==> src/xsc_pkg.sv <==
package xsc_pkg;

  // register byte offsets on the wishbone slave
  localparam logic [7:0] ADDR_ACC = 8'h00;
  localparam logic [7:0] ADDR_CMD = 8'h04;
  localparam logic [7:0] ADDR_OPERAND = 8'h08;
  localparam logic [7:0] ADDR_BITRUN = 8'h0C;
  localparam logic [7:0] ADDR_FLAGS = 8'h10;
  localparam logic [7:0] ADDR_STACK = 8'h14;

  // field positions
  localparam int CMD_OP_LSB = 0;
  localparam int CMD_SRC_LSB = 4;
  localparam int BITRUN_CNT_LSB = 16;
  localparam int FLAG_ZERO = 0;
  localparam int FLAG_NEG = 1;
  localparam int FLAG_LESS = 2;
  localparam int FLAG_EQUAL = 3;
  localparam int FLAG_GREATER = 4;
  localparam int FLAG_BUSY = 5;

  // reset values
  localparam logic [31:0] ACC_RESET = 32'h0000_0000;
  localparam logic [31:0] OPERAND_RESET = 32'h0000_0000;

  // bit run length limits
  localparam int BITRUN_MIN = 1;
  localparam int BITRUN_MAX = 32;

  typedef enum logic [2:0] {
    OP_NONE = 3'b000,
    XOR_WITH_STACK_OP = 3'b001,
    WORD_COMPARE_OP = 3'b010,
    DOUBLE_COMPARE_OP = 3'b011,
    BIT_RUN_COMPARE_OP = 3'b100
  } op_t;

  typedef enum logic [1:0] {
    SRC_DIRECT = 2'b00,
    SRC_POINTER = 2'b01,
    SRC_CONST = 2'b10
  } src_t;

  typedef enum logic [2:0] {
    S_IDLE = 3'b000,
    S_XOR = 3'b001,
    S_PTR = 3'b010,
    S_LO = 3'b011,
    S_HI = 3'b100,
    S_BITS = 3'b101,
    S_JUDGE = 3'b110
  } fsm_t;

endpackage

==> src/acc_stack.sv <==
module acc_stack #(
  parameter int W = 32,
  parameter int DEPTH = 8
) (
  input wire logic clk,
  input wire logic rst,
  input wire logic ce,
  input wire logic push,
  input wire logic pop,
  input wire logic [W-1:0] push_data,
  output logic [W-1:0] top,
  output logic [$clog2(DEPTH+1)-1:0] depth
);

  localparam int CW = $clog2(DEPTH+1);

  typedef struct packed {
    logic [DEPTH-1:0][W-1:0] ent;
    logic [CW-1:0] cnt;
  } stk_t;

  stk_t s_r;
  stk_t s_nxt;
  logic [DEPTH-1:0][W-1:0] pop_val;
  logic [DEPTH-1:0][W-1:0] push_val;

  ////////////////////////////////////////////////////////////////////////////
  // shifted images of the stack, one entry per slot
  genvar i;
  generate
    for (i = 0; i < DEPTH; i++) begin : g_slot
      if (i == DEPTH - 1) begin : g_last
        assign pop_val[i] = '0;
      end else begin : g_mid
        assign pop_val[i] = s_r.ent[i+1];
      end
      if (i == 0) begin : g_first
        assign push_val[i] = push_data;
      end else begin : g_rest
        assign push_val[i] = s_r.ent[i-1];
      end
    end
  endgenerate

  ////////////////////////////////////////////////////////////////////////////
  // pop wins over push, entries move up toward the top
  always_comb begin
    s_nxt = s_r;
    if (pop) begin
      s_nxt.ent = pop_val;
      if (s_r.cnt != '0) s_nxt.cnt = s_r.cnt - 1'b1;
    end else if (push) begin
      s_nxt.ent = push_val;
      if (s_r.cnt != CW'(DEPTH)) s_nxt.cnt = s_r.cnt + 1'b1;
    end
  end

  always_ff @(posedge clk) begin
    if (rst) begin
      s_r <= '0;
    end else if (ce) begin
      s_r <= s_nxt;
    end
  end

  assign top = s_r.ent[0]; // registered top of stack
  assign depth = s_r.cnt;

endmodule

==> src/bit_gather.sv <==
module bit_gather (
  input wire logic clk,
  input wire logic rst,
  input wire logic ce,
  input wire logic start,
  input wire logic [15:0] start_addr,
  input wire logic [5:0] count,
  input wire logic bit_rdata,
  output logic [15:0] bit_addr,
  output logic bit_rd,
  output logic done,
  output logic [31:0] value
);

  typedef struct packed {
    logic busy;
    logic [5:0] cnt;
    logic [5:0] issued;
    logic [5:0] got;
    logic [15:0] nxt_addr;
    logic [15:0] addr;
    logic rd;
    logic take;
    logic done;
    logic [31:0] value;
  } gat_t;

  gat_t s_r;
  gat_t s_nxt;

  ////////////////////////////////////////////////////////////////////////////
  // one bit read per cycle, first address lands in bit 0
  always_comb begin
    s_nxt = s_r;
    s_nxt.rd = 1'b0;
    s_nxt.done = 1'b0;
    s_nxt.take = s_r.rd; // data follows the read by one cycle
    if (start) begin
      s_nxt.busy = 1'b1;
      s_nxt.cnt = count;
      s_nxt.issued = '0;
      s_nxt.got = '0;
      s_nxt.nxt_addr = start_addr;
      s_nxt.value = '0;
      s_nxt.take = 1'b0;
    end else if (s_r.busy) begin
      if (s_r.issued < s_r.cnt) begin
        s_nxt.rd = 1'b1;
        s_nxt.addr = s_r.nxt_addr;
        s_nxt.nxt_addr = s_r.nxt_addr + 16'h0001;
        s_nxt.issued = s_r.issued + 6'h01;
      end
      if (s_r.take) begin
        s_nxt.value[s_r.got[4:0]] = bit_rdata;
        s_nxt.got = s_r.got + 6'h01;
        if (s_r.got + 6'h01 == s_r.cnt) begin
          s_nxt.done = 1'b1;
          s_nxt.busy = 1'b0;
        end
      end
    end
  end

  always_ff @(posedge clk) begin
    if (rst) begin
      s_r <= '0;
    end else if (ce) begin
      s_r <= s_nxt;
    end
  end

  assign bit_addr = s_r.addr;
  assign bit_rd = s_r.rd;
  assign done = s_r.done;
  assign value = s_r.value;

endmodule

==> src/xor_stack_and_compare_unit.sv <==
// The Wishbone slave port and the address map were decided locally.
module xor_stack_and_compare_unit #(
  parameter int STACK_DEPTH = 8
) (
  input wire logic CLK,
  input wire logic SYS_RST,
  input wire logic CE,
  input wire logic [7:0] ADR_I,
  input wire logic [31:0] DAT_I,
  output logic [31:0] DAT_O,
  input wire logic WE_I,
  input wire logic [3:0] SEL_I,
  input wire logic CYC_I,
  input wire logic STB_I,
  output logic ACK_O,
  output logic [15:0] DMEM_ADDR,
  output logic DMEM_RD,
  input wire logic [15:0] DMEM_RDATA,
  input wire logic DMEM_VALID,
  output logic [15:0] BIT_ADDR,
  output logic BIT_RD,
  input wire logic BIT_RDATA,
  output logic ZERO_FLAG,
  output logic NEGATIVE_FLAG,
  output logic LESS_FLAG,
  output logic EQUAL_FLAG,
  output logic GREATER_FLAG,
  output logic BUSY
);

  localparam int DW = $clog2(STACK_DEPTH+1);

  typedef struct packed {
    logic [31:0] acc;
    logic [31:0] operand;
    logic [15:0] bit_start;
    logic [5:0] bit_count;
    xsc_pkg::op_t op;
    xsc_pkg::src_t src;
    xsc_pkg::fsm_t state;
    logic [31:0] opnd;
    logic [15:0] daddr;
    logic dmem_rd;
    logic gstart;
    logic push;
    logic pop;
    logic [31:0] push_data;
    logic zero;
    logic neg;
    logic less;
    logic equal;
    logic greater;
    logic ack;
    logic [31:0] rdat;
  } unit_t;

  unit_t s_r;
  unit_t s_nxt;
  logic [31:0] stack_top;
  logic [DW-1:0] stack_depth;
  logic g_done;
  logic [31:0] g_value;
  logic bus_hit;
  logic busy;
  logic [31:0] lhs_v;
  logic [31:0] rhs_v;
  logic [31:0] xor_res;

  ////////////////////////////////////////////////////////////////////////////
  // byte-lane merge for register writes
  function automatic logic [31:0] lane_merge(input logic [31:0] old_v,
                                             input logic [31:0] new_v,
                                             input logic [3:0] sel);
    logic [31:0] r;
    r = old_v;
    for (int b = 0; b < 4; b++) begin
      if (sel[b]) r[b*8 +: 8] = new_v[b*8 +: 8];
    end
    return r;
  endfunction

  ////////////////////////////////////////////////////////////////////////////
  // submodules
  acc_stack #(
    .W(32),
    .DEPTH(STACK_DEPTH)
  ) acc_stack_i (
    .clk(CLK),
    .rst(SYS_RST),
    .ce(CE),
    .push(s_r.push),
    .pop(s_r.pop),
    .push_data(s_r.push_data),
    .top(stack_top),
    .depth(stack_depth)
  );

  bit_gather bit_gather_i (
    .clk(CLK),
    .rst(SYS_RST),
    .ce(CE),
    .start(s_r.gstart),
    .start_addr(s_r.bit_start),
    .count(s_r.bit_count),
    .bit_rdata(BIT_RDATA),
    .bit_addr(BIT_ADDR),
    .bit_rd(BIT_RD),
    .done(g_done),
    .value(g_value)
  );

  ////////////////////////////////////////////////////////////////////////////
  // bus decode, busy, and operand shaping for the comparator
  assign bus_hit = CYC_I & STB_I;
  // busy covers the one-cycle push, pop and start strobes too
  assign busy = (s_r.state != xsc_pkg::S_IDLE) | s_r.pop | s_r.push | s_r.gstart;
  assign xor_res = s_r.acc ^ stack_top;
  // low half only
  // word compare zero-extends both sides
  assign lhs_v = (s_r.op == xsc_pkg::WORD_COMPARE_OP) ? {16'h0000, s_r.acc[15:0]} : s_r.acc;
  assign rhs_v = (s_r.op == xsc_pkg::WORD_COMPARE_OP) ? {16'h0000, s_r.opnd[15:0]} : s_r.opnd;

  ////////////////////////////////////////////////////////////////////////////
  // next state: bus slave, command launch, operand fetch, execute
  always_comb begin
    s_nxt = s_r;
    s_nxt.dmem_rd = 1'b0;
    s_nxt.gstart = 1'b0;
    s_nxt.push = 1'b0;
    s_nxt.pop = 1'b0;
    s_nxt.ack = bus_hit & ~s_r.ack;
    // read data captured as ack rises
    if (bus_hit & ~s_r.ack) begin
      case (ADR_I)
        xsc_pkg::ADDR_ACC: s_nxt.rdat = s_r.acc;
        xsc_pkg::ADDR_CMD: s_nxt.rdat = {26'h000_0000, s_r.src, 1'b0, s_r.op};
        xsc_pkg::ADDR_OPERAND: s_nxt.rdat = s_r.operand;
        xsc_pkg::ADDR_BITRUN: s_nxt.rdat = {10'h000, s_r.bit_count, s_r.bit_start};
        xsc_pkg::ADDR_FLAGS: s_nxt.rdat = {26'h000_0000, busy, s_r.greater, s_r.equal,
                                           s_r.less, s_r.neg, s_r.zero};
        xsc_pkg::ADDR_STACK: s_nxt.rdat = 32'(stack_depth);
        default: s_nxt.rdat = 32'h0000_0000;
      endcase
    end
    // writes take effect on the edge where ack is seen; refused while busy
    // a refused write is still acked, so software polls busy first
    if (bus_hit & s_r.ack & WE_I & ~busy) begin
      case (ADR_I)
        xsc_pkg::ADDR_ACC: s_nxt.acc = lane_merge(s_r.acc, DAT_I, SEL_I);
        xsc_pkg::ADDR_OPERAND: s_nxt.operand = lane_merge(s_r.operand, DAT_I, SEL_I);
        xsc_pkg::ADDR_BITRUN: begin
          if (SEL_I[0]) s_nxt.bit_start[7:0] = DAT_I[7:0];
          if (SEL_I[1]) s_nxt.bit_start[15:8] = DAT_I[15:8];
          if (SEL_I[2]) s_nxt.bit_count = DAT_I[xsc_pkg::BITRUN_CNT_LSB +: 6];
        end
        xsc_pkg::ADDR_STACK: begin
          s_nxt.push = 1'b1;
          s_nxt.push_data = DAT_I;
        end
        xsc_pkg::ADDR_CMD: begin
          if (SEL_I[0]) begin
            s_nxt.op = xsc_pkg::op_t'(DAT_I[xsc_pkg::CMD_OP_LSB +: 3]);
            s_nxt.src = xsc_pkg::src_t'(DAT_I[xsc_pkg::CMD_SRC_LSB +: 2]);
            case (xsc_pkg::op_t'(DAT_I[xsc_pkg::CMD_OP_LSB +: 3]))
              xsc_pkg::XOR_WITH_STACK_OP: s_nxt.state = xsc_pkg::S_XOR;
              xsc_pkg::WORD_COMPARE_OP, xsc_pkg::DOUBLE_COMPARE_OP: begin
                case (xsc_pkg::src_t'(DAT_I[xsc_pkg::CMD_SRC_LSB +: 2]))
                  xsc_pkg::SRC_CONST: begin
                    s_nxt.opnd = s_r.operand;
                    s_nxt.state = xsc_pkg::S_JUDGE;
                  end
                  xsc_pkg::SRC_POINTER: begin
                    s_nxt.daddr = s_r.operand[15:0];
                    s_nxt.dmem_rd = 1'b1;
                    s_nxt.state = xsc_pkg::S_PTR;
                  end
                  default: begin
                    s_nxt.daddr = s_r.operand[15:0];
                    s_nxt.dmem_rd = 1'b1;
                    s_nxt.state = xsc_pkg::S_LO;
                  end
                endcase
              end
              // start address and count from the bit run register
              xsc_pkg::BIT_RUN_COMPARE_OP: begin
                s_nxt.gstart = 1'b1;
                s_nxt.state = xsc_pkg::S_BITS;
              end
              default: s_nxt.state = xsc_pkg::S_IDLE;
            endcase
          end
        end
        default: ;
      endcase
    end
    // operation sequencer
    case (s_r.state)
      xsc_pkg::S_IDLE: ;
      xsc_pkg::S_XOR: begin
        // empty stack reads as zero, so acc keeps its value
        s_nxt.acc = xor_res;
        s_nxt.pop = 1'b1;
        s_nxt.zero = (xor_res == 32'h0000_0000);
        s_nxt.neg = xor_res[31];
        s_nxt.state = xsc_pkg::S_IDLE;
      end
      xsc_pkg::S_PTR: begin
        if (DMEM_VALID) begin
          s_nxt.daddr = DMEM_RDATA;
          s_nxt.dmem_rd = 1'b1;
          s_nxt.state = xsc_pkg::S_LO;
        end
      end
      xsc_pkg::S_LO: begin
        if (DMEM_VALID) begin
          s_nxt.opnd = {16'h0000, DMEM_RDATA};
          // second consecutive word is the high half
          if (s_r.op == xsc_pkg::DOUBLE_COMPARE_OP) begin
            s_nxt.daddr = s_r.daddr + 16'h0001;
            s_nxt.dmem_rd = 1'b1;
            s_nxt.state = xsc_pkg::S_HI;
          end else begin
            s_nxt.state = xsc_pkg::S_JUDGE;
          end
        end
      end
      xsc_pkg::S_HI: begin
        if (DMEM_VALID) begin
          s_nxt.opnd[31:16] = DMEM_RDATA;
          s_nxt.state = xsc_pkg::S_JUDGE;
        end
      end
      // assembled bit run is the operand
      xsc_pkg::S_BITS: begin
        // gather block runs the bit link meanwhile
        if (g_done) begin
          s_nxt.opnd = g_value;
          s_nxt.state = xsc_pkg::S_JUDGE;
        end
      end
      xsc_pkg::S_JUDGE: begin
        s_nxt.less = (lhs_v < rhs_v);
        s_nxt.equal = (lhs_v == rhs_v);
        s_nxt.greater = (lhs_v > rhs_v);
        s_nxt.state = xsc_pkg::S_IDLE;
      end
      default: s_nxt.state = xsc_pkg::S_IDLE;
    endcase
  end

  ////////////////////////////////////////////////////////////////////////////
  // state register, frozen while clock enable is low
  // flags only change when rewritten
  always_ff @(posedge CLK) begin
    if (SYS_RST) begin
      s_r <= '0;
      s_r.acc <= xsc_pkg::ACC_RESET;
      s_r.operand <= xsc_pkg::OPERAND_RESET;
      s_r.state <= xsc_pkg::S_IDLE;
    end else if (CE) begin
      s_r <= s_nxt;
    end
  end

  ////////////////////////////////////////////////////////////////////////////
  // outputs
  assign DAT_O = s_r.rdat;
  assign ACK_O = s_r.ack;
  assign DMEM_ADDR = s_r.daddr;
  assign DMEM_RD = s_r.dmem_rd;
  // flags are plain registers, none sticky
  assign ZERO_FLAG = s_r.zero;
  assign NEGATIVE_FLAG = s_r.neg;
  assign LESS_FLAG = s_r.less;
  assign EQUAL_FLAG = s_r.equal;
  assign GREATER_FLAG = s_r.greater;
  assign BUSY = busy; // combinational from registered state

endmodule

==> config.mk <==
export PLATFORM = sky130hd
export DESIGN_NAME = xor_stack_and_compare_unit
export DESIGN_NICKNAME = d
export VERILOG_FILES = /design/src/xsc_pkg.sv /design/src/acc_stack.sv /design/src/bit_gather.sv /design/src/xor_stack_and_compare_unit.sv
export SDC_FILE = /design/constraint.sdc
export NUM_CORES = 1
export LEC_CHECK = 0
export ABC_AREA = 0
export BUFFER_PORTS_ARGS = -buffer_cell sky130_fd_sc_hd__buf_2
export CORE_UTILIZATION = 45
export DETAILED_ROUTE_END_ITERATION = 7
export PLACE_DENSITY = 0.73
export SETUP_SLACK_MARGIN = 0.2
export SYNTH_ARGS = -nofsm -noshare
export SYNTH_HDL_FRONTEND = slang
export SYNTH_SLANG_ARGS = --single-unit
export TNS_END_PERCENT = 100
==> constraint.sdc <==
create_clock -name CLK -period 3.6 [get_ports CLK]
set_input_delay 0.9 -clock CLK [delete_from_list [all_inputs] [get_ports CLK]]
set_output_delay 0.9 -clock CLK [all_outputs]
set_load 0.1 [all_outputs]
==> metrics <==
hold_ws approximately 0.45 ns; DIE AREA between 60000 and 70000 sq um; Worst Hold Class reg2reg; Avg Vias per Cell between 6 and 7; chip height roughly 250 um; PwrDens approximately 430 nW/um^2; clock root cell clkbuf_16; initial antenna violation count 18; Comb pwr share 0.038; Final WS setup 0.472 ns; Slew @ Worst Pin between 1 and 1.5 ns; xor and xnor fraction of the mapped netlist area 0.0106; Adder-Cell Fraction of Synth Area 0.0231; GRT Total Usage 0.259; layout cells sized above 1 0.111; switch share 0.231; Die Width 251 um; DRT iter0 DRCs 2986; Yosys cell types 84; vias in the first global route between 20000 and 25000; CTS sink count ~560; final worst-path cycle share 0.869; GPL Wtd Cong between 0.9 and 1; cell taking the most area after synthesis dfxtp_1; Clk network pwr share 0.498; worst reg-to-reg setup slack between 0.6 and 0.7 ns; crit path max fanout 5; fillcell total 5720; critical path launch point type flop; worst-case reg-to-reg path depth 8; Critical Setup Path Class reg2out; HPWL Detailed 58.2 mm; setup bufs post-CTS 0; # DRC 0; final hold vios 0; CP Capture Type output port; maximum root-to-sink buffer count 3; fmax about 0.32 GHz; Initial Util 0.455; top cell type's share of synthesized area 0.402; Compound-Gate Fraction of Synth Area 0.214; slew margin rel. 0.166; Post-Syn Nets between 3000 and 4000; core area roughly 62000 sq um; Total Wirelength approximately 85 mm; WL/cell around 20 um; Synth Area in Simple Gates 0.166; Leak roughly 11 nW; HP Start acc_stack_i.pop_val[204]; clock buffer count from CTS 57; Required @ worst endpoint 2.70 ns; largest family of logic cells by synthesized area compound AO/OA/AOI/OAI gates; status finished clean; Critical-path top delay cell or3_1; Slew Viols, Final 0; final clock skew slightly below 0.05 ns; final setup fails 0; htree depth 2; post-placement cell count about 4000; CP cell instances or3_1, or2_2, buf_2; Place WS roughly 0.26 ns; Hold EP acc_stack_i.pop_val[204]; Util after Layout 0.504; worst path arrival time ~2.2 ns; Peak VDD IR about 0.36 mV; CTS tree yes; clk slew on worst S/H paths 0.07 ns; insertion delay to the later sink of the worst-skew pair roughly 0.66 ns; nets@finish around 3400; largest net degree at the start of global routing around 160; synthesized area ~28000 sq um; max-cap viol count 0; main area contributors after synthesis dfxtp_1, mux2i_1, nor2_1, a211oi_1, a21oi_1; sequential power share 0.463; Overflow after GRT 0; Post-synth top flop dfxtp_1; proportion of synthesized area in mux cells 0.118; P_int around 10 mW; RSZ-0062 raised after global routing no; Area growth, synth to finish 10.9%; Non-Filler Instances a little over 4000; worst hold path depth 2; mean post-synth cell area 8.42 sq um; cts-stage hold buffer count 0; row cnt 91; io pins about 140; switching pwr 3.12 mW; r2r endpoint LESS_FLAG; Max stage delay on crit path ~0.53 ns; Synth Warn # 0; Worst R2R Start s_r[128]; Syn Inst Count around 3300; Synth Register Bits about 560; global-route wire length before repair around 130 mm; post_cts resized 0; Pre-antenna DRT Iters 7; crit path time final about 3.1 ns; Port Buf Inserts 140; TNS Setup 0 ns; number of flops mapped to enable cells by yosys 0; vias post-DR about 25000; Final ANT Viol Nets 0; ys async rst share 0; register area share after synthesis 0.402
[worst max-delay path by stage]
stage                   from       endpoint  slack (ns)  cells after the start
floorplan           ADR_I[5]  DMEM_ADDR[15]        0.67                      7
global placement    SEL_I[0]  DMEM_ADDR[14]        0.28                      8
detailed placement  SEL_I[0]  DMEM_ADDR[14]        0.26                      8
CTS                 s_r[124]           BUSY        0.48                      3
global route        s_r[128]   GREATER_FLAG        0.44                      9
finish              s_r[124]           BUSY        0.47                      3
[logic make-up after synthesis]
logic type / after synthesis
multiplexers: 327
adder cells (fa/ha/maj): 51
buffers and inverters: 415
AND/OR/NAND/NOR: 1031
AO/OA/AOI/OAI: 905
XOR/XNOR: 34
flip-flops: 562
[per-layer routing]
metal	wire length [um]	part of all wire	vias to the layer above	track usage
met3	9770	0.12	219	0.0725
met1	36700	0.43	11700	0.365
met5	157	0.0018	-	0
li1	-	-	11800	-
met4	2850	0.034	24	0.0808
met2	35400	0.42	1208	0.380
[cell usage after synthesis, drive strengths merged (20+ instances only)]
cell,count
a211oi,236
a21oi,276
a221oi,34
a222oi,23
a22oi,48
and3,24
buf,101
clkbuf,237
dfxtp,562
ha,50
inv,76
mux2i,309
nand2,242
nand3,67
nand4,24
nor2,498
nor2b,40
nor3,33
o21ai,110
o22ai,21
o31ai,21
or3,20
xnor2,21
[placed cells by master, fill, tap and decap left out, types with 18 or more instances in the layout]
cell type,instances
a211oi_1,235
a21oi_1,276
a221oi_1,34
a222oi_1,23
a22oi_1,48
a31oi_1,18
and3_1,24
buf_2,139
buf_4,53
clkbuf_16,57
dfxtp_1,561
ha_1,50
inv_1,75
mux2i_1,309
nand2_1,242
nand3_1,67
nand4_1,19
nor2_1,496
nor2b_1,40
nor3_1,27
o21ai_0,105
o22ai_1,21
o31ai_1,21
or3_1,19
xnor2_1,21
[worst max-delay path: cells and delay by family, from the launching register on]
kind	cells	cell delay (ns)
buf+inv	1	0.31
flops	1	0.31
simple gates	2	0.94
[power by group through the flow]
stage / Clock [mW] / Sequential (mW) / Combinational, mW
floorplan: 0 / 6.40 / 0.302
global placement: 0 / 6.39 / 0.502
detailed placement: 0 / 6.39 / 0.501
CTS: 6.80 / 6.25 / 0.503
global route: 7.05 / 6.26 / 0.538
finish: 6.73 / 6.26 / 0.519
[area by class of cell]
class,instances,area (sq um),share of cell area
Inverter,77,289,0.00930
Sequential cell,562,11300,0.362
Multi-Input combinational cell,2348,14900,0.481
Timing Repair Buffer,207,1390,0.0447
Tap cell,837,1050,0.0337
Antenna cell,3,7.51,0.000242
Clock inverter,36,597,0.0192
Clock buffer,72,1550,0.0500
[registers in the layout (all words and copies together), names as in the netlist]
register / flops
DAT_O: 32
bit_gather_i.bit_rd: 1
bit_gather_i.done: 1
bit_gather_i.s_r: 36
NEGATIVE_FLAG: 1
acc_stack_i.depth: 4
bit_gather_i.value: 32
DMEM_RD: 1
GREATER_FLAG: 1
DMEM_ADDR: 16
bit_gather_i.bit_addr: 16
EQUAL_FLAG: 1
acc_stack_i.top: 32
LESS_FLAG: 1
ZERO_FLAG: 1
ACK_O: 1
acc_stack_i.pop_val: 224
s_r: 161
[stage by stage]
stage / instance area (sq um) / total power [mW]
4_1_cts: 31100 / 13.6
3_5_place_dp: 28900 / 6.90
2_1_floorplan: 28000 / 6.70
5_1_grt: 31100 / 13.8
6_report: 31100 / 13.5
3_3_place_gp: 28900 / 6.90
Note: power is estimated with default switching activity, not from simulation.
